==> config.mk <==
export PLATFORM = sky130hd
export DESIGN_NAME = ntc_config_header
export DESIGN_NICKNAME = d
export VERILOG_FILES = /design/src/logic/ntc_pkg.sv /design/src/logic/ntc_config_header.sv
export SDC_FILE = /design/constraint.sdc
export NUM_CORES = 1
export LEC_CHECK = 0
export BUFFER_PORTS_ARGS = -buffer_cell sky130_fd_sc_hd__buf_2
export CORE_MARGIN = 3
export CORE_UTILIZATION = 48
export DETAILED_ROUTE_END_ITERATION = 7
export PLACE_DENSITY = 0.8
export SYNTH_ARGS = -nofsm -noshare
export SYNTH_HDL_FRONTEND = slang
export SYNTH_SLANG_ARGS = --single-unit
==> constraint.sdc <==
create_clock -name sys_clk_in -period 1.37 [get_ports sys_clk_in]
set_input_delay 0 -clock sys_clk_in [delete_from_list [all_inputs] [get_ports sys_clk_in]]
set_output_delay 0 -clock sys_clk_in [all_outputs]
set_load 0.02 [all_outputs]
==> src/logic/ntc_pkg.sv <==
package ntc_pkg;
  // register byte offsets
  localparam logic [11:0] OFS_IDENT = 12'h000;
  localparam logic [11:0] OFS_CMD_STAT = 12'h004;
  localparam logic [11:0] OFS_CLASS = 12'h008;
  localparam logic [11:0] OFS_MISC = 12'h00C;
  localparam logic [11:0] OFS_BAR0 = 12'h010;
  localparam logic [11:0] OFS_BAR1 = 12'h014;
  localparam logic [11:0] OFS_CAP_PTR = 12'h034;
  localparam logic [11:0] OFS_EXT_FIRST = 12'h100;
  localparam logic [11:0] OFS_EXT_SECOND = 12'hC34;
  // command bit positions
  localparam int CMD_IO_EN = 0;
  localparam int CMD_MEM_EN = 1;
  localparam int CMD_MASTER_EN = 2;
  localparam int CMD_PERR_RESP = 6;
  localparam int CMD_ERR_REPORT = 8;
  localparam int CMD_INTX_DIS = 10;
  localparam logic [15:0] CMD_WRITE_MASK = 16'h0547;
  localparam logic [15:0] CMD_RESET = 16'h0000;
  // status bit positions, counted inside the upper half-word
  localparam int ST_INT_PEND = 3;
  localparam int ST_CAP_LIST = 4;
  localparam int ST_PARITY = 8;
  localparam int ST_ABORT = 11;
  localparam int ST_SYS_ERR = 14;
  localparam int ST_POISON = 15;
  // fixed read values, plus the reset value of the writable cache line size byte
  localparam logic [7:0] REVISION_RESET = 8'h00;
  localparam logic [7:0] CLASS_PROG_IF = 8'h00;
  localparam logic [7:0] CLASS_SUB = 8'h80;
  localparam logic [7:0] CLASS_BASE = 8'h06;
  localparam logic [7:0] HEADER_TYPE0 = 8'h00;
  localparam logic [7:0] CACHE_LINE_RESET = 8'h00;
  localparam logic [7:0] FIRST_CAP_PTR = 8'h40;
  localparam logic [15:0] EXT_CAP_ID_FIRST = 16'h0003;
  localparam logic [15:0] EXT_CAP_ID_SECOND = 16'h000B;
  localparam logic [3:0] EXT_CAP_VERSION = 4'h1;
  // window base register layout
  localparam int BAR0_BASE_LSB = 17;
  localparam logic [1:0] BAR_TYPE_32 = 2'h0;
  localparam logic [1:0] BAR_TYPE_64 = 2'h2;
  localparam logic [14:0] BAR0_BASE_RESET = 15'h0000;
  localparam logic [31:0] BAR1_RESET = 32'h00000000;
endpackage

==> src/logic/ntc_config_header.sv <==
`timescale 1ns/1ps
// What this block does
// command bit 0 set lets primary-side I/O requests be answered, clear ignores them
// command bit 1 set lets primary-side memory requests be answered, clear ignores them
// bit 2 clear: no upstream requests; downstream ones get unsupported-request completions
// bit 6 set: normal parity actions; clear: parity errors may be ignored
// bit 8 enables fatal and non-fatal error reports to the root complex
// bit 10 set blocks legacy interrupt messages; clear allows them
// status bit 19 interrupt pending always reads zero
// status bit 20 reads one; byte 34h points to first capability
// status bit 24 set on primary parity error only with response enabled; write-one clears
// status bit 27 set on completer abort; write-one clears
// status bit 30 set on error message sent with reporting enabled; write-one clears
// status bit 31 set on poisoned packet received; write-one clears
// class code reads interface 00h, sub-class 80h, base class 06h
// header type byte reads 00h
// cache line size byte is read-write storage with no effect
// window base: bits 0 and 3 zero, 16:4 reserved, 31:17 writable
// window type field bits 2:1 reads 00b or 10b
// type 10b makes upper base writable; otherwise it reads zero
// extended chain: 100h id 0003h next C34h; C34h id 000Bh ends
// maker and part identifiers at offset zero are fixed read-only codes
// unsupported and reserved command and status bits read zero, ignore writes
// write-one clears, write-zero keeps; same-cycle event keeps the bit set
module ntc_config_header #(
  // arbitrary neutral identity values
  parameter logic [15:0] MAKER_ID = 16'h1234,
  parameter logic [15:0] PART_ID = 16'h5678,
  parameter logic [1:0] WINDOW_TYPE = ntc_pkg::BAR_TYPE_32
) (
  input wire logic sys_clk_in,
  input wire logic rst_b_in,
  input wire logic clk_en_in,
  input wire logic cfg_wr_in,
  input wire logic cfg_rd_in,
  input wire logic [11:0] cfg_addr_in,
  input wire logic [3:0] cfg_be_in,
  input wire logic [31:0] cfg_wdata_in,
  input wire logic parity_err_in,
  input wire logic abort_in,
  input wire logic err_msg_req_in,
  input wire logic poison_in,
  input wire logic intx_req_in,
  input wire logic io_req_in,
  input wire logic mem_req_in,
  input wire logic up_req_in,
  input wire logic down_np_req_in,
  output logic [31:0] cfg_rdata_out,
  output logic cfg_rvalid_out,
  output logic io_accept_out,
  output logic mem_accept_out,
  output logic up_grant_out,
  output logic unsup_cpl_out,
  output logic err_msg_out,
  output logic intx_msg_out,
  output logic parity_act_out,
  output logic [31:0] window_base_low_out,
  output logic [31:0] window_base_high_out
);
  initial
  begin
    if (WINDOW_TYPE != ntc_pkg::BAR_TYPE_32 && WINDOW_TYPE != ntc_pkg::BAR_TYPE_64)
    begin
      $error("window type must be 32-bit or 64-bit");
    end
  end

  logic [15:0] cmd_reg;
  logic [15:0] cmd_next;
  wire [3:0] sticky_reg;
  logic [7:0] cache_line_reg;
  logic [7:0] cache_line_next;
  logic [14:0] bar0_base_reg;
  logic [14:0] bar0_base_next;
  logic [31:0] bar1_reg;
  logic [31:0] bar1_next;
  logic [31:0] rdata_next;

  // address decode
  wire hit_ident = cfg_addr_in == ntc_pkg::OFS_IDENT;
  wire hit_cmd = cfg_addr_in == ntc_pkg::OFS_CMD_STAT;
  wire hit_class = cfg_addr_in == ntc_pkg::OFS_CLASS;
  wire hit_misc = cfg_addr_in == ntc_pkg::OFS_MISC;
  wire hit_bar0 = cfg_addr_in == ntc_pkg::OFS_BAR0;
  wire hit_bar1 = cfg_addr_in == ntc_pkg::OFS_BAR1;
  wire hit_cap = cfg_addr_in == ntc_pkg::OFS_CAP_PTR;
  wire hit_ext1 = cfg_addr_in == ntc_pkg::OFS_EXT_FIRST;
  wire hit_ext2 = cfg_addr_in == ntc_pkg::OFS_EXT_SECOND;
  wire wr_cmd = cfg_wr_in && hit_cmd;
  wire window64 = WINDOW_TYPE == ntc_pkg::BAR_TYPE_64;

  // byte-enable merge
  wire [31:0] be_mask = {{8{cfg_be_in[3]}}, {8{cfg_be_in[2]}}, {8{cfg_be_in[1]}}, {8{cfg_be_in[0]}}};
  wire [15:0] cmd_wmask = ntc_pkg::CMD_WRITE_MASK & be_mask[15:0];
  assign cmd_next = wr_cmd ? ((cmd_reg & ~cmd_wmask) | (cfg_wdata_in[15:0] & cmd_wmask)) : cmd_reg;

  // sticky events; parity only logged while response enabled
  wire perr_en = cmd_reg[ntc_pkg::CMD_PERR_RESP];
  wire rep_en = cmd_reg[ntc_pkg::CMD_ERR_REPORT];
  wire err_send = err_msg_req_in && rep_en;
  wire [3:0] sticky_set = {poison_in, err_send, abort_in, parity_err_in && perr_en};
  wire [15:0] st_wr = (wr_cmd) ? (cfg_wdata_in[31:16] & be_mask[31:16]) : 16'h0000;
  wire [3:0] sticky_clr = {st_wr[ntc_pkg::ST_POISON], st_wr[ntc_pkg::ST_SYS_ERR],
                           st_wr[ntc_pkg::ST_ABORT], st_wr[ntc_pkg::ST_PARITY]};
  wire io_en = cmd_reg[ntc_pkg::CMD_IO_EN];
  wire mem_en = cmd_reg[ntc_pkg::CMD_MEM_EN];
  wire master_en = cmd_reg[ntc_pkg::CMD_MASTER_EN];
  wire intx_en = !cmd_reg[ntc_pkg::CMD_INTX_DIS];

  wire [15:0] status_view = (16'h0001 << ntc_pkg::ST_CAP_LIST)
                          | ({15'h0000, sticky_reg[0]} << ntc_pkg::ST_PARITY)
                          | ({15'h0000, sticky_reg[1]} << ntc_pkg::ST_ABORT)
                          | ({15'h0000, sticky_reg[2]} << ntc_pkg::ST_SYS_ERR)
                          | ({15'h0000, sticky_reg[3]} << ntc_pkg::ST_POISON); // interrupt pending stays 0, see

  assign cache_line_next = (cfg_wr_in && hit_misc && cfg_be_in[0]) ? cfg_wdata_in[7:0] : cache_line_reg;

  wire [31:0] bar0_wmask = be_mask & 32'hFFFE0000;
  wire [31:0] bar0_full = {bar0_base_reg, 17'h00000};
  wire [31:0] bar0_merged = (bar0_full & ~bar0_wmask) | (cfg_wdata_in & bar0_wmask);
  assign bar0_base_next = (cfg_wr_in && hit_bar0) ? bar0_merged[31:ntc_pkg::BAR0_BASE_LSB] : bar0_base_reg;
  wire [31:0] bar0_view = {bar0_base_reg, 13'h0000, 1'b0, WINDOW_TYPE, 1'b0};

  wire [31:0] bar1_merged = (bar1_reg & ~be_mask) | (cfg_wdata_in & be_mask);
  assign bar1_next = (cfg_wr_in && hit_bar1 && window64) ? bar1_merged : bar1_reg;
  wire [31:0] bar1_view = window64 ? bar1_reg : 32'h00000000;

  wire [31:0] ext1_view = {ntc_pkg::OFS_EXT_SECOND, ntc_pkg::EXT_CAP_VERSION, ntc_pkg::EXT_CAP_ID_FIRST};
  wire [31:0] ext2_view = {12'h000, ntc_pkg::EXT_CAP_VERSION, ntc_pkg::EXT_CAP_ID_SECOND};

  // read mux; unmapped offsets read zero
  always_comb
  begin
    if (hit_ident)
    begin
      rdata_next = {PART_ID, MAKER_ID};
    end
    else if (hit_cmd)
    begin
      rdata_next = {status_view, cmd_reg};
    end
    else if (hit_class)
    begin
      rdata_next = {ntc_pkg::CLASS_BASE, ntc_pkg::CLASS_SUB, ntc_pkg::CLASS_PROG_IF, ntc_pkg::REVISION_RESET};
    end
    else if (hit_misc)
    begin
      rdata_next = {8'h00, ntc_pkg::HEADER_TYPE0, 8'h00, cache_line_reg};
    end
    else if (hit_bar0)
    begin
      rdata_next = bar0_view;
    end
    else if (hit_bar1)
    begin
      rdata_next = bar1_view;
    end
    else if (hit_cap)
    begin
      rdata_next = {24'h000000, ntc_pkg::FIRST_CAP_PTR};
    end
    else if (hit_ext1)
    begin
      rdata_next = ext1_view;
    end
    else if (hit_ext2)
    begin
      rdata_next = ext2_view;
    end
    else
    begin
      rdata_next = 32'h00000000;
    end
  end

  // type bits show from reset on, not only after the first enabled edge
  localparam logic [31:0] WINDOW_LOW_RESET = {ntc_pkg::BAR0_BASE_RESET, 13'h0000, 1'b0, WINDOW_TYPE, 1'b0};
  wire [31:0] rdata_hold = cfg_rd_in ? rdata_next : 32'h00000000;

  always_ff @(posedge sys_clk_in or negedge rst_b_in)
  begin
    if (!rst_b_in)
      cmd_reg <= ntc_pkg::CMD_RESET;
    else if (clk_en_in)
      cmd_reg <= cmd_next;
  end

  always_ff @(posedge sys_clk_in or negedge rst_b_in)
  begin
    if (!rst_b_in)
      cache_line_reg <= ntc_pkg::CACHE_LINE_RESET;
    else if (clk_en_in)
      cache_line_reg <= cache_line_next;
  end

  always_ff @(posedge sys_clk_in or negedge rst_b_in)
  begin
    if (!rst_b_in)
      bar0_base_reg <= ntc_pkg::BAR0_BASE_RESET;
    else if (clk_en_in)
      bar0_base_reg <= bar0_base_next;
  end

  always_ff @(posedge sys_clk_in or negedge rst_b_in)
  begin
    if (!rst_b_in)
      bar1_reg <= ntc_pkg::BAR1_RESET;
    else if (clk_en_in)
      bar1_reg <= bar1_next;
  end

  always_ff @(posedge sys_clk_in or negedge rst_b_in)
  begin
    if (!rst_b_in)
      cfg_rdata_out <= 32'h00000000;
    else if (clk_en_in)
      cfg_rdata_out <= rdata_hold;
  end

  always_ff @(posedge sys_clk_in or negedge rst_b_in)
  begin
    if (!rst_b_in)
      cfg_rvalid_out <= 1'b0;
    else if (clk_en_in)
      cfg_rvalid_out <= cfg_rd_in;
  end

  always_ff @(posedge sys_clk_in or negedge rst_b_in)
  begin
    if (!rst_b_in)
      window_base_low_out <= WINDOW_LOW_RESET;
    else if (clk_en_in)
      window_base_low_out <= bar0_view;
  end

  always_ff @(posedge sys_clk_in or negedge rst_b_in)
  begin
    if (!rst_b_in)
      window_base_high_out <= 32'h00000000;
    else if (clk_en_in)
      window_base_high_out <= bar1_view;
  end

  ntc_gate_reg io_gate_inst (
    .sys_clk_in(sys_clk_in),
    .rst_b_in(rst_b_in),
    .clk_en_in(clk_en_in),
    .req_in(io_req_in),
    .allow_in(io_en),
    .grant_out(io_accept_out)
  );

  ntc_gate_reg mem_gate_inst (
    .sys_clk_in(sys_clk_in),
    .rst_b_in(rst_b_in),
    .clk_en_in(clk_en_in),
    .req_in(mem_req_in),
    .allow_in(mem_en),
    .grant_out(mem_accept_out)
  );

  ntc_gate_reg up_gate_inst (
    .sys_clk_in(sys_clk_in),
    .rst_b_in(rst_b_in),
    .clk_en_in(clk_en_in),
    .req_in(up_req_in),
    .allow_in(master_en),
    .grant_out(up_grant_out)
  );

  ntc_gate_reg unsup_gate_inst (
    .sys_clk_in(sys_clk_in),
    .rst_b_in(rst_b_in),
    .clk_en_in(clk_en_in),
    .req_in(down_np_req_in),
    .allow_in(!master_en),
    .grant_out(unsup_cpl_out)
  );

  ntc_gate_reg err_gate_inst (
    .sys_clk_in(sys_clk_in),
    .rst_b_in(rst_b_in),
    .clk_en_in(clk_en_in),
    .req_in(err_msg_req_in),
    .allow_in(rep_en),
    .grant_out(err_msg_out)
  );

  ntc_gate_reg intx_gate_inst (
    .sys_clk_in(sys_clk_in),
    .rst_b_in(rst_b_in),
    .clk_en_in(clk_en_in),
    .req_in(intx_req_in),
    .allow_in(intx_en),
    .grant_out(intx_msg_out)
  );

  ntc_gate_reg parity_gate_inst (
    .sys_clk_in(sys_clk_in),
    .rst_b_in(rst_b_in),
    .clk_en_in(clk_en_in),
    .req_in(parity_err_in),
    .allow_in(perr_en),
    .grant_out(parity_act_out)
  );

  ntc_w1c_bit parity_flag_inst (
    .sys_clk_in(sys_clk_in),
    .rst_b_in(rst_b_in),
    .clk_en_in(clk_en_in),
    .set_in(sticky_set[0]),
    .clr_in(sticky_clr[0]),
    .flag_out(sticky_reg[0])
  );

  ntc_w1c_bit abort_flag_inst (
    .sys_clk_in(sys_clk_in),
    .rst_b_in(rst_b_in),
    .clk_en_in(clk_en_in),
    .set_in(sticky_set[1]),
    .clr_in(sticky_clr[1]),
    .flag_out(sticky_reg[1])
  );

  ntc_w1c_bit sys_err_flag_inst (
    .sys_clk_in(sys_clk_in),
    .rst_b_in(rst_b_in),
    .clk_en_in(clk_en_in),
    .set_in(sticky_set[2]),
    .clr_in(sticky_clr[2]),
    .flag_out(sticky_reg[2])
  );

  ntc_w1c_bit poison_flag_inst (
    .sys_clk_in(sys_clk_in),
    .rst_b_in(rst_b_in),
    .clk_en_in(clk_en_in),
    .set_in(sticky_set[3]),
    .clr_in(sticky_clr[3]),
    .flag_out(sticky_reg[3])
  );
endmodule

module ntc_gate_reg (
  input wire logic sys_clk_in,
  input wire logic rst_b_in,
  input wire logic clk_en_in,
  input wire logic req_in,
  input wire logic allow_in,
  output logic grant_out
);
  // registered so the top outputs come straight from flops
  wire grant_next = req_in && allow_in;

  always_ff @(posedge sys_clk_in or negedge rst_b_in)
  begin
    if (!rst_b_in)
      grant_out <= 1'b0;
    else if (clk_en_in)
      grant_out <= grant_next;
  end
endmodule

module ntc_w1c_bit (
  input wire logic sys_clk_in,
  input wire logic rst_b_in,
  input wire logic clk_en_in,
  input wire logic set_in,
  input wire logic clr_in,
  output logic flag_out
);
  // set beats a same-cycle clear so no event is lost
  wire flag_next = set_in || (flag_out && !clr_in);

  always_ff @(posedge sys_clk_in or negedge rst_b_in)
  begin
    if (!rst_b_in)
      flag_out <= 1'b0;
    else if (clk_en_in)
      flag_out <= flag_next;
  end
endmodule

Yosys cells after proc, flatten, opt, wreduce, memory -nomap -nowiden
Index checks and enable logic that the tools add are counted.

storage, ports and cells
  register bits = 98
  output and inout port bits = 104

operators by class
  equality and inequality tests = 8
  muxes and demuxes = 11
  bitwise gates (word level) = 12
  reduce and logical (&&, ||, !) cells = 29

operators by type and width
  cell                                                   count
  two-way mux 32 bit                                     9
  bitwise AND 32 bit                                     2
  bitwise AND 16 bit                                     2
  NOT 32 bit                                             1
  bitwise OR 32 bit                                      1
  equality test 12 x 4 -> 1 bit (second input constant)  2
  equality test 12 x 5 -> 1 bit (second input constant)  2
  two-way mux 17 bit                                     1
  bitwise AND 16 x 11 -> 16 bit                          1
  two-way mux 16 bit                                     1
  NOT 11 -> 16 bit                                       1
  bitwise OR 15 x 16 -> 16 bit                           1
  bitwise OR 16 bit                                      1
  logical AND 1 bit                                      15
  bitwise OR 12 x 15 -> 15 bit                           1
  equality test 12 bit (second input constant)           1
  equality test 12 x 3 -> 1 bit (second input constant)  1
  equality test 12 x 6 -> 1 bit (second input constant)  1
  equality test 12 x 9 -> 1 bit (second input constant)  1
  logical NOT 12 bit                                     1
  bitwise OR 9 x 12 -> 12 bit                            1
  logical NOT 1 bit                                      6
  AND reduction 2 bit                                    3
  logical OR 1 bit                                       4

Longest topological paths before layout
Gate-level depths: netlist (run 1).

  depth in word-level cells = 11
  depth in mapped cells = 6
  mapped depth without buffers = 4

Hierarchy
From an unflattened synthesis (run 1), not the netlist that was laid out.

unflattened totals
  cell total of the unflattened synthesis = 361
  area total of the unflattened synthesis = 4073.9 µm²

by module, submodules not included
  module             instances  cells an instance  area an instance (µm²)  seq. area each (µm²)
  ntc_config_header  1          321                3652.3                  1801.7
  ntc_gate_reg       7          4                  38.8                    25.0
  ntc_w1c_bit        4          3                  37.5                    25.0

Least setup slack after synthesis (run 1)
Ideal clock, no wire load.

  kind = in2reg
  start = in cfg_addr_in[9]
  end = reg cache_line_reg[0]
  arrival time = 1582 ps
  setup slack = -339 ps
  cell stages on the path = 6
  path through = or3_1 clkbuf_1 nor4_4 and4_1 buf_4 mux2_1

between the ends
  cells in the longest elaborated chain, start to end = 4

RTL lines
  element                               line                      source
  start, declared                       ntc_config_header.sv:36   input wire logic [11:0] cfg_addr_in,
  equality test 12 x 4 -> 1 bit         ntc_config_header.sv:83   wire hit_misc = cfg_addr_in == ntc_pkg::OFS_MISC;
  logical AND 1 bit (2 in a row)        ntc_config_header.sv:116  assign cache_line_next = (cfg_wr_in && hit_misc && cfg_be_in[0]) ? cfg_wdata_in[7:0] : cache_line_reg;
  AND reduction 2 bit (no source line)  -
  end signal, assigned                  ntc_config_header.sv:191  cache_line_reg <= ntc_pkg::CACHE_LINE_RESET;
  end signal, assigned                  ntc_config_header.sv:193  cache_line_reg <= cache_line_next;
  end, declared                         ntc_config_header.sv:71   logic [7:0] cache_line_reg;

No other way between the ends.
A chain may end at the register's enable or synchronous reset.

==> results of run 1 <==
## cell families (layout without fill, tap and decap cells)
kind of cell,after synthesis,count (layout),share of synthesized area (%)
and+or+nand+nor,80,80,12.1
other,1,53,0.0922
DFF,83,83,51.1
muxes,37,37,11.5
buffers and inverters,88,228,13.6
AOI/OAI and AO/OA,71,71,11.6
## per-stage QoR
step / util [%] / cell area, um^2
2_1_floorplan: - / 4290
4_1_cts: 67.9 / 5410
3_3_place_gp: 61.1 / 4870
6_report: 68.4 / 5450
5_1_grt: 68.4 / 5450
3_5_place_dp: 61.1 / 4870
## area by class of cell
cell class                 count  area share [%]
sequential                    83            38.1
multi-input combinational    241            30.4
timing repair buffer         193            24.5
tap                          102            2.34
clock buffer                   9            2.27
inverter                      19            1.31
clock inverter                 7            1.08
## metal layers
metal,wire length [um],vias to the layer above,part of all wire [%]
li1,-,1551,-
met1,4500,1636,42
met2,5260,147,49
met3,763,16,7.1
met4,172,0,1.6
met5,0,-,0
## synth_stat cells, drive strengths merged
cell type | n | area (um^2)
and4b | 1 | 10.0
conb | 1 | 3.75
nand3 | 16 | 80.1
inv | 19 | 71.3
buf | 62 | 457
a221o | 1 | 10.0
nor3 | 3 | 26.3
or4b | 1 | 13.8
a22oi | 2 | 15.0
nor4 | 6 | 80.1
dfrtp | 83 | 2080
nand2 | 20 | 75.1
a41oi | 1 | 8.76
or4 | 3 | 22.5
a22o | 6 | 52.6
o2bb2ai | 7 | 61.3
nor2b | 1 | 6.26
a32oi | 1 | 8.76
o221ai | 1 | 8.76
a21o | 2 | 15.0
and2 | 1 | 6.26
or3 | 4 | 25.0
nand2b | 3 | 18.8
a21bo | 1 | 10.0
o32ai | 2 | 17.5
o21ai | 24 | 120
and3 | 6 | 37.5
a2bb2oi | 1 | 8.76
o2111ai | 1 | 8.76
nor2 | 8 | 30.0
or3b | 3 | 26.3
nand4 | 2 | 12.5
o211ai | 7 | 52.6
and4 | 2 | 20.0
clkbuf | 7 | 26.3
mux2 | 37 | 469
a31oi | 3 | 18.8
a21oi | 11 | 55.1
## power by group
group          internal (uW)  leakage, uW  switching, uW
logic                    235      0.00166            370
registers               2460      0.00112           6.95
clock network            691    0.0000925           1010
total                   3390      0.00287           1380
## worst register-to-register path: stages, from the launching register on
cell and delay, ps:
sky130_fd_sc_hd__dfrtp_1 370, sky130_fd_sc_hd__or3b_4 380, sky130_fd_sc_hd__a21oi_2 130, sky130_fd_sc_hd__a31oi_1 70, sky130_fd_sc_hd__o32ai_1 240
## repair_timing
| action | 4_1_cts | 5_1_grt |
|---|---|---|
| hold endpoints to repair | 117 | 1 |
| endpoints found under the setup margin | 1 | 8 |
| pin swaps | 2 | 4 |
| setup buffers | 0 | 1 |
| resized for setup | 2 | 7 |
| hold buffers | 35 | 1 |
## path summary, 6_finish.rpt
kind,start,to,slack (ps),cells after the start
worst max register to register,register,cfg_rdata_out[6]$_DFFE_PN0P_,100,4
worst max-delay path,cfg_addr_in[0],register,-7,6
max in group asynchronous,rst_b_in,async pin,710,3
min in group asynchronous,rst_b_in,async pin,140,2
worst min-delay path,cfg_addr_in[2],cfg_rdata_out[6]$_DFFE_PN0P_,90,4
worst min register to register,cfg_rvalid_out$_DFFE_PN0P_,cfg_rvalid_out$_DFFE_PN0P_,480,1
==> reports/summary.txt, run 1 <==
post-route setup slack: -6.82 ps
Port Buffers: 105
Iteration-0 DRC Markers: 137
area taken by multi-input logic gates: 1660 um^2
horizontal extent of the die: 98.0 um
grt ovf: 0
delay-heaviest family, CP: simple AND/OR/NAND/NOR gates
area of the core: 7970 um^2
Detailed Place HPWL: 7970 um
share of the yosys chip area belonging to registers: 51.1%
Crit Path Class: in -> reg
result of the run: finished with violations
WHS: 89.2 ps
Clock Skews: 14.7 ps
data required time of the worst path: 1610 ps
number of endpoints failing setup at the final stage: 1
filler-free cell count of the finished design: 654
initial antenna violation count: 0
number of buffers between clock root and the deepest sink: 2
Max Freq: 0.726 GHz
LEAKAGE: 0.00287 uW
startpoint types: primary input
minimum setup slack after placement: -370 ps
met2 usage: 36.6%
commonest cells after routing, fill and taps aside: sky130_fd_sc_hd__buf_2, sky130_fd_sc_hd__dfrtp_1, sky130_fd_sc_hd__conb_1
layout filler cell count: 582
delay of the slowest critical-path stage: 560 ps
actual slew at the worst max-slew pin: 516 ps
final weighted congestion in routability-driven placement: 0.918
first-pass iteration count of the detailed router: 4
summed negative setup slack over all endpoints: -6.82 ps
CTS tree: yes
met1 layer usage reported by global route: 29.4%
critical path peak fanout: 4
worst rel slew slack: 65.6%
failing checks: setup timing
most common cell type on the critical path: sky130_fd_sc_hd__buf_6
RSZ-0062 raised after global routing: true
number of placed cells counting well taps: 601
ratio of cells with drive above 1 in the final layout: 39.3%
Worst VDD drop: 0.493 mV
ratio of routed vias to standard cells: 5.12
Buf+Inv Stages, Crit Path: 2
clock transition at the register clock pins on the worst setup and hold paths after CTS: 100 ps
total of warnings raised by yosys: 0
Skew-Pair Late Insertion Delay: 370 ps
type of destination of the critical path: register
most common library cell in the layout ignoring fill and taps: sky130_fd_sc_hd__buf_2
most congested layer reported by global routing: met2
met3 usage in global routing: 4.57%
H-tree lvl count: 3
final clock period utilization by the worst path: 100%
count of endpoints failing hold in the final timing report: 0
power density cells: 875 nW/um^2
Critical Path AT: 1620 ps
largest net degree at the start of global routing: 39
die extent in y: 98.0 um
per-instance average area after synthesis: 11.3 um^2
standard cell with the maximum stage delay on the critical path: sky130_fd_sc_hd__or4_4
effective utilization at floorplan: 51.0%
Maximum Capacitance Violations: 0
crit-path cells: buf_6 > or4_4 > nor3_4 > and3_4 > buf_6 > mux2_4
Seq. cell area: 2080 um^2
diode count: 0
total power after layout: 4770 uW
Die Outline Area: 9610 um^2
routed vias: 3,350
layout-stage area growth over the synthesis result: 34.1%
instance count of the mapped netlist: 360
Total GRT Usage: 22.2%
Post-DRT Antenna Nets: 0
root buffer cell: sky130_fd_sc_hd__clkbuf_8
Final Net Count: 609
number of CTS-inserted buffers: 9
number of clock sinks: 83
Min Clock Period, post-route: 1380 ps
Synth Register Bits: 83
Hold/Removal Path Class: in -> reg
number of I/O pins: 166
final wirelength: 10,700 um
first-pass GRT wire length: 16,900 um
number of max-slew violations in the final report: 0
routed wire length per instance: 16.4 um
Cell variety after synth: 49
via count of the first global-routing pass: 3,363
drc violations: 0
cell area after technology mapping: 4070 um^2
total number of placement rows: 32
No activity file was read; power rests on OpenSTA's default activity.
==> run 2, diff against run 1 <==
--- a/config.mk
+++ b/config.mk
@@ -10,6 +10,8 @@
 export CORE_UTILIZATION = 48
 export DETAILED_ROUTE_END_ITERATION = 7
 export PLACE_DENSITY = 0.8
+export SETUP_SLACK_MARGIN = 0.2
 export SYNTH_ARGS = -nofsm -noshare
 export SYNTH_HDL_FRONTEND = slang
+export SYNTH_HIERARCHICAL = 1
 export SYNTH_SLANG_ARGS = --single-unit
==> reports/summary.txt, run 2 <==
layout filler cell count: 492 (-15%)
post-route setup slack: -45.8 ps (-39.0 ps)
Seq. cell area: 2080 um^2 (unchanged)
clock transition at the register clock pins on the worst setup and hold paths after CTS: 90 ps (about the same)
LEAKAGE: 0.00311 uW (+8.4%)
most common cell type on the critical path: sky130_fd_sc_hd__buf_6
routed vias: 3,541 (+5.7%)
number of endpoints failing setup at the final stage: 9 (+8)
CTS tree: yes
via count of the first global-routing pass: 3,446 (+2.5%)
number of CTS-inserted buffers: 9 (unchanged)
ratio of cells with drive above 1 in the final layout: 47.5% (+8.2 points)
total number of placement rows: 32 (unchanged)
final wirelength: 11,700 um (+9.7%)
first-pass iteration count of the detailed router: 4 (unchanged)
number of flops mapped to enable cells by yosys: 0 (unchanged)
Port Buffers: 105 (unchanged)
R2R depth: 4 (unchanged)
crit-path cells: buf_6 > or4_4 > nor3_4 > nor3b_4 > buf_6 > mux2_4
Iteration-0 DRC Markers: 198 (+45%)
standard cell with the maximum stage delay on the critical path: sky130_fd_sc_hd__or4_4
minimum setup slack after placement: -424 ps (-53.3 ps)
most common library cell in the layout ignoring fill and taps: sky130_fd_sc_hd__buf_2
drc violations: 0 (unchanged)
Worst VDD drop: 0.468 mV (-5.2%)
effective utilization at floorplan: 51.1% (+0.094 points)
number of placed cells counting well taps: 604 (+0.50%)
Yosys top cell by area: sky130_fd_sc_hd__dfrtp_1
layout-stage area growth over the synthesis result: 46.7%
critical path peak fanout: 5 (+1)
per-instance average area after synthesis: 11.3 um^2 (about the same)
ratio of routed vias to standard cells: 5.27 (+2.9%)
Die Outline Area: 9630 um^2 (+0.17%)
instance count of the mapped netlist: 361 (+0.28%)
biggest area contributors in the synthesized netlist: sky130_fd_sc_hd__dfrtp_1, sky130_fd_sc_hd__mux2_2, sky130_fd_sc_hd__buf_4, sky130_fd_sc_hd__nand3_1, sky130_fd_sc_hd__a22o_1
power density cells: 800 nW/um^2 (-8.6%)
Buf+Inv Stages, Crit Path: 2 (unchanged)
root buffer cell: sky130_fd_sc_hd__clkbuf_8
Skew-Pair Late Insertion Delay: 360 ps (about the same)
Main synth FF type: sky130_fd_sc_hd__dfrtp_1
Hold/Removal Path Class: in -> reg
routed wire length per instance: 17.5 um (+6.8%)
endpoint with the worst hold slack: intx_gate_inst/grant_out$_DFFE_PN0P_
Crit Path Class: in -> reg
number of clock sinks: 83 (unchanged)
worst hold path cell count: 3 (-1)
Post-DRT Antenna Nets: 0 (unchanged)
filler-free cell count of the finished design: 672 (+2.8%)
critical register-to-register path endpoint: cfg_rdata_out[25]$_DFFE_PN0P_
Maximum Capacitance Violations: 0 (unchanged)
number of buffers between clock root and the deepest sink: 2 (unchanged)
total of warnings raised by yosys: 6 (+6)
worst setup slack for register-to-register paths: 160 ps (+60 ps)
Total GRT Usage: 23.7% (+1.5 points)
diode count: 0 (unchanged)
cell area after technology mapping: 4070 um^2 (+0.18%)
Final Net Count: 627 (+3.0%)
Synth Register Bits: 83 (unchanged)
Clock Skews: 13.5 ps (-1.12 ps)
Critical Path AT: 1660 ps (+40 ps)
H-tree lvl count: 3 (unchanged)
largest net degree at the start of global routing: 84 (+120%)
startpoint types: primary input
count of endpoints failing hold in the final timing report: 0 (unchanged)
final clock period utilization by the worst path: 103% (+2.8 points)
post-route cell area: 5980 um^2 (+9.6%)
area of the core: 7970 um^2 (unchanged)
summed negative setup slack over all endpoints: -257 ps (-250 ps)
data required time of the worst path: 1620 ps (about the same)
most numerous cell types in the synthesized netlist: sky130_fd_sc_hd__dfrtp_1, sky130_fd_sc_hd__buf_4, sky130_fd_sc_hd__mux2_2
horizontal extent of the die: 98.1 um (about the same)
Max Freq: 0.706 GHz (-2.8%)
area taken by multi-input logic gates: 1990 um^2 (+20%)
most used standard cell by instance count after synthesis: sky130_fd_sc_hd__dfrtp_1
total power after layout: 4780 uW (+0.20%)
RSZ-0062 raised after global routing: true
number of max-slew violations in the final report: 0 (unchanged)
proportion of netlist area held by the largest area contributor: 51.0% (-0.094 points)
Post-Place Cell Area: 5060 um^2 (+4.0%)
initial antenna violation count: 0 (unchanged)
failing checks: setup timing
delay of the slowest critical-path stage: 570 ps (about the same)
first-pass GRT wire length: 17,900 um (+6.3%)
commonest cells after routing, fill and taps aside: sky130_fd_sc_hd__buf_2, sky130_fd_sc_hd__dfrtp_1, sky130_fd_sc_hd__conb_1
fraction of registers with async set/reset: 100% (unchanged)
die extent in y: 98.1 um (about the same)
grt ovf: 0 (unchanged)
Cell variety after synth: 45 (-8.2%)
Detailed Place HPWL: 8060 um (+1.1%)
type of destination of the critical path: register
startpoint of the tightest hold check path: clk_en_in
delay-heaviest family, CP: simple AND/OR/NAND/NOR gates
number of I/O pins: 166 (unchanged)
Min Clock Period, post-route: 1420 ps (+39.0 ps)
final weighted congestion in routability-driven placement: 0.925 (+0.73%)
share of the yosys chip area belonging to registers: 51.0% (-0.094 points)
result of the run: finished with violations
run 2: how the worst max path moves through the flow:
stage,cells past startpoint,startpoint,to
finish,6,cfg_addr_in[3],register
floorplan,6,cfg_addr_in[2],register
global route,6,cfg_addr_in[11],register
CTS,6,cfg_addr_in[2],register
detailed placement,6,cfg_addr_in[5],register
global placement,6,cfg_addr_in[5],register
run 2: worst register-to-register path: cells and delay by family (launching register included):
kind             cells  cell delay, ps
flip-flops           1             410
AND/OR/NAND/NOR      1              70
AO/OA/AOI/OAI        2             410
multiplexers         1             260
run 2: final cells by class:
class	instances	share of cell area, %
multi-input cells	249	33.4
repair buffers	207	25.7
well taps	102	2.14
clock buffers	10	2.30
clock inverters	6	0.796
flip-flops and latches	83	34.8
inverters	15	0.942
run 2: power by group:
group	internal (uW)	switching [uW]
clock network	719	931
registers	2460	6.44
logic	267	398
run 2: what timing repair did:
action | 4_1_cts | 5_1_grt
endpoints found under the setup margin | 48 | 54
endpoints found under the hold margin | 124 | 0
pin swaps | 27 | 25
gates resized for setup | 30 | 22
hold buffers | 36 | 0
buffers inserted | 10 | 6
run 2: cell families after synthesis:
logic type | Yosys count | share of synthesized area (%)
flip-flops | 83 | 51.0
AND/OR/NAND/NOR | 96 | 13.6
other | 1 | 0.0920
AO/OA/AOI/OAI | 57 | 10.6
buffers and inverters | 81 | 12.9
multiplexers | 42 | 11.6
XOR/XNOR | 1 | 0.215
run 2: routing by layer:
metal	GRT usage [%]	routed length, um	vias up
met3	4.36	803	36
met4	12.2	417	0
met1	29.7	4650	1740
met2	39.3	5870	173
li1	-	-	1592
met5	0	0	-
run 2: metrics by stage:
| stage | hold slack, ps | utilization [%] |
|---|---|---|
| 2_1_floorplan | -296 | - |
| 3_3_place_gp | 55.5 | 63.6 |
| 3_5_place_dp | 65.3 | 63.6 |
| 4_1_cts | 35.3 | 73.2 |
| 5_1_grt | 118 | 75.0 |
| 6_report | 112 | 75.0 |
==> run 3, diff against run 2 <==
--- a/config.mk
+++ b/config.mk
@@ -11,6 +11,7 @@
 export DETAILED_ROUTE_END_ITERATION = 7
 export PLACE_DENSITY = 0.8
 export SETUP_SLACK_MARGIN = 0.2
+export SKIP_LAST_GASP = 1
 export SYNTH_ARGS = -nofsm -noshare
 export SYNTH_HDL_FRONTEND = slang
 export SYNTH_HIERARCHICAL = 1
==> constraint.sdc (replaced) <==
create_clock -name sys_clk_in -period 1.37 [get_ports sys_clk_in]
set_input_delay 0 -clock sys_clk_in [delete_from_list [all_inputs] [get_ports sys_clk_in]]
set_output_delay 0 -clock sys_clk_in [all_outputs]
set_load 0.05 [all_outputs]
==> reports/summary.txt, run 3 (synthesized netlist as in run 2, its figures left out) <==
clock transition at the register clock pins on the worst setup and hold paths after CTS: 90 ps (about the same)
Final Net Count: 627 (unchanged)
first-pass GRT wire length: 18,000 um (+0.27%)
Post-DRT Antenna Nets: 0 (unchanged)
Worst VDD drop: 0.475 mV (+1.5%)
number of placed cells counting well taps: 604 (unchanged)
failing checks: setup timing
Port Buffers: 105 (unchanged)
type of destination of the critical path: register
die extent in y: 98.1 um (unchanged)
most common library cell in the layout ignoring fill and taps: sky130_fd_sc_hd__buf_2
horizontal extent of the die: 98.1 um (unchanged)
Maximum Capacitance Violations: 0 (unchanged)
critical path peak fanout: 5 (unchanged)
final wirelength: 12,300 um (+4.6%)
routed wire length per instance: 18.3 um (+4.6%)
most common cell type on the critical path: sky130_fd_sc_hd__buf_6
ratio of cells with drive above 1 in the final layout: 47.0% (-0.53 points)
Iteration-0 DRC Markers: 209 (+5.6%)
number of buffers between clock root and the deepest sink: 2 (unchanged)
diode count: 0 (unchanged)
count of endpoints failing hold in the final timing report: 0 (unchanged)
data required time of the worst path: 1630 ps (about the same)
LEAKAGE: 0.00310 uW (-0.33%)
number of I/O pins: 166 (unchanged)
drc violations: 0 (unchanged)
post-route setup slack: -75.1 ps (-29.3 ps)
filler-free cell count of the finished design: 672 (unchanged)
initial antenna violation count: 0 (unchanged)
CTS tree: yes
standard cell with the maximum stage delay on the critical path: sky130_fd_sc_hd__or4_4
total power after layout: 5030 uW (+5.2%)
largest net degree at the start of global routing: 84 (unchanged)
via count of the first global-routing pass: 3,487 (+1.2%)
minimum setup slack after placement: -424 ps (unchanged)
layout-stage area growth over the synthesis result: 45.5%
Clock Skews: 22.5 ps (+9.00 ps)
Crit Path Class: in -> reg
Hold/Removal Path Class: in -> reg
number of max-slew violations in the final report: 0 (unchanged)
final weighted congestion in routability-driven placement: 0.925 (unchanged)
commonest cells after routing, fill and taps aside: sky130_fd_sc_hd__buf_2, sky130_fd_sc_hd__dfrtp_1, sky130_fd_sc_hd__conb_1
ratio of routed vias to standard cells: 5.29 (+0.34%)
H-tree lvl count: 3 (unchanged)
Critical Path AT: 1700 ps (+40 ps)
RSZ-0062 raised after global routing: true
routed vias: 3,553 (+0.34%)
number of CTS-inserted buffers: 9 (unchanged)
Skew-Pair Late Insertion Delay: 380 ps (+20 ps)
utilization of the core after routing: 74.4% (-0.63 points)
Die Outline Area: 9630 um^2 (unchanged)
final clock period utilization by the worst path: 105% (+2.1 points)
total number of placement rows: 32 (unchanged)
R2R depth: 4 (unchanged)
effective utilization at floorplan: 51.1% (unchanged)
result of the run: finished with violations
number of endpoints failing setup at the final stage: 22 (+13)
layout filler cell count: 519 (+5.5%)
summed negative setup slack over all endpoints: -854 ps (-598 ps)
crit-path cells: buf_6 > or4_4 > nor3_4 > nor3b_4 > buf_6 > mux2_4
power density cells: 848 nW/um^2 (+6.0%)
area of the core: 7970 um^2 (unchanged)
first-pass iteration count of the detailed router: 4 (unchanged)
Detailed Place HPWL: 8060 um (unchanged)
Min Clock Period, post-route: 1450 ps (+29.3 ps)
delay of the slowest critical-path stage: 560 ps (about the same)
Max Freq: 0.692 GHz (-2.0%)
startpoint types: primary input
root buffer cell: sky130_fd_sc_hd__clkbuf_8
worst hold path cell count: 5 (+2)
Total GRT Usage: 23.9% (+0.15 points)
number of clock sinks: 83 (unchanged)
grt ovf: 0 (unchanged)
-- run 3: cell counts in the layout (fill, tap and decap cells not counted) --
Identical to the previous run, type by type.
-- run 3: path summary, 6_finish.rpt --
path                                          startpoint                                endpoint  slack (ps)
setup / recovery                         cfg_addr_in[11]                                register         -80
hold / removal                              cfg_be_in[3]  sys_err_flag_inst/flag_out$_DFFE_PN0P_          90
setup reg to reg                                register           cfg_rdata_out[25]$_DFFE_PN0P_         170
hold reg to reg            cfg_rdata_out[29]$_DFFE_PN0P_           cfg_rdata_out[29]$_DFFE_PN0P_         500
max in group asynchronous                       rst_b_in   poison_flag_inst/flag_out$_DFFE_PN0P_         800
min in group asynchronous                       rst_b_in      io_gate_inst/grant_out$_DFFE_PN0P_         170
-- run 3: repair_timing --
item,in CTS,in global routing
resized for setup,24,18
hold endpoints to repair,124,0
hold buffers,36,0
pin swaps,19,12
endpoints found under the setup margin,48,54
setup buffers,10,6
-- run 3: cell type report --
cell class	instances	area, um^2	area share, %
flip-flops and latches	83	2080	35.1
multi-input cells	249	1980	33.3
repair buffers	207	1500	25.4
clock buffers	10	138	2.32
well taps	102	128	2.15
inverters	15	56.3	0.950
clock inverters	6	47.5	0.802
-- run 3: metrics by stage --
stage	hold slack, ps	instance area [um^2]
floorplan	-296	4510
global placement	55.5	5060
detailed placement	65.3	5060
CTS	35.0	5800
global route	126	5930
finish	89.0	5930
-- run 3: routing by layer --
metal  global-route usage (%)  vias up  part of all wire, %
met5                        0        -                    0
met1                     29.8     1748                   40
li1                         -     1600                    -
met2                     39.8      174                   50
met4                     12.5        0                  3.1
met3                     3.93       31                  6.6
-- run 3: power by group --
part           total [uW]  switching [uW]  internal (uW)  leakage [uW]
Combinational         875             613            262       0.00188
Sequential           2470            7.36           2460       0.00114
Clock                1690             966            720     0.0000815
-- run 3: worst max-delay path: cells and delay by family --
kind          cells  cell delay, ps
buf+inv           2             260
mux               1             300
simple gates      3            1120
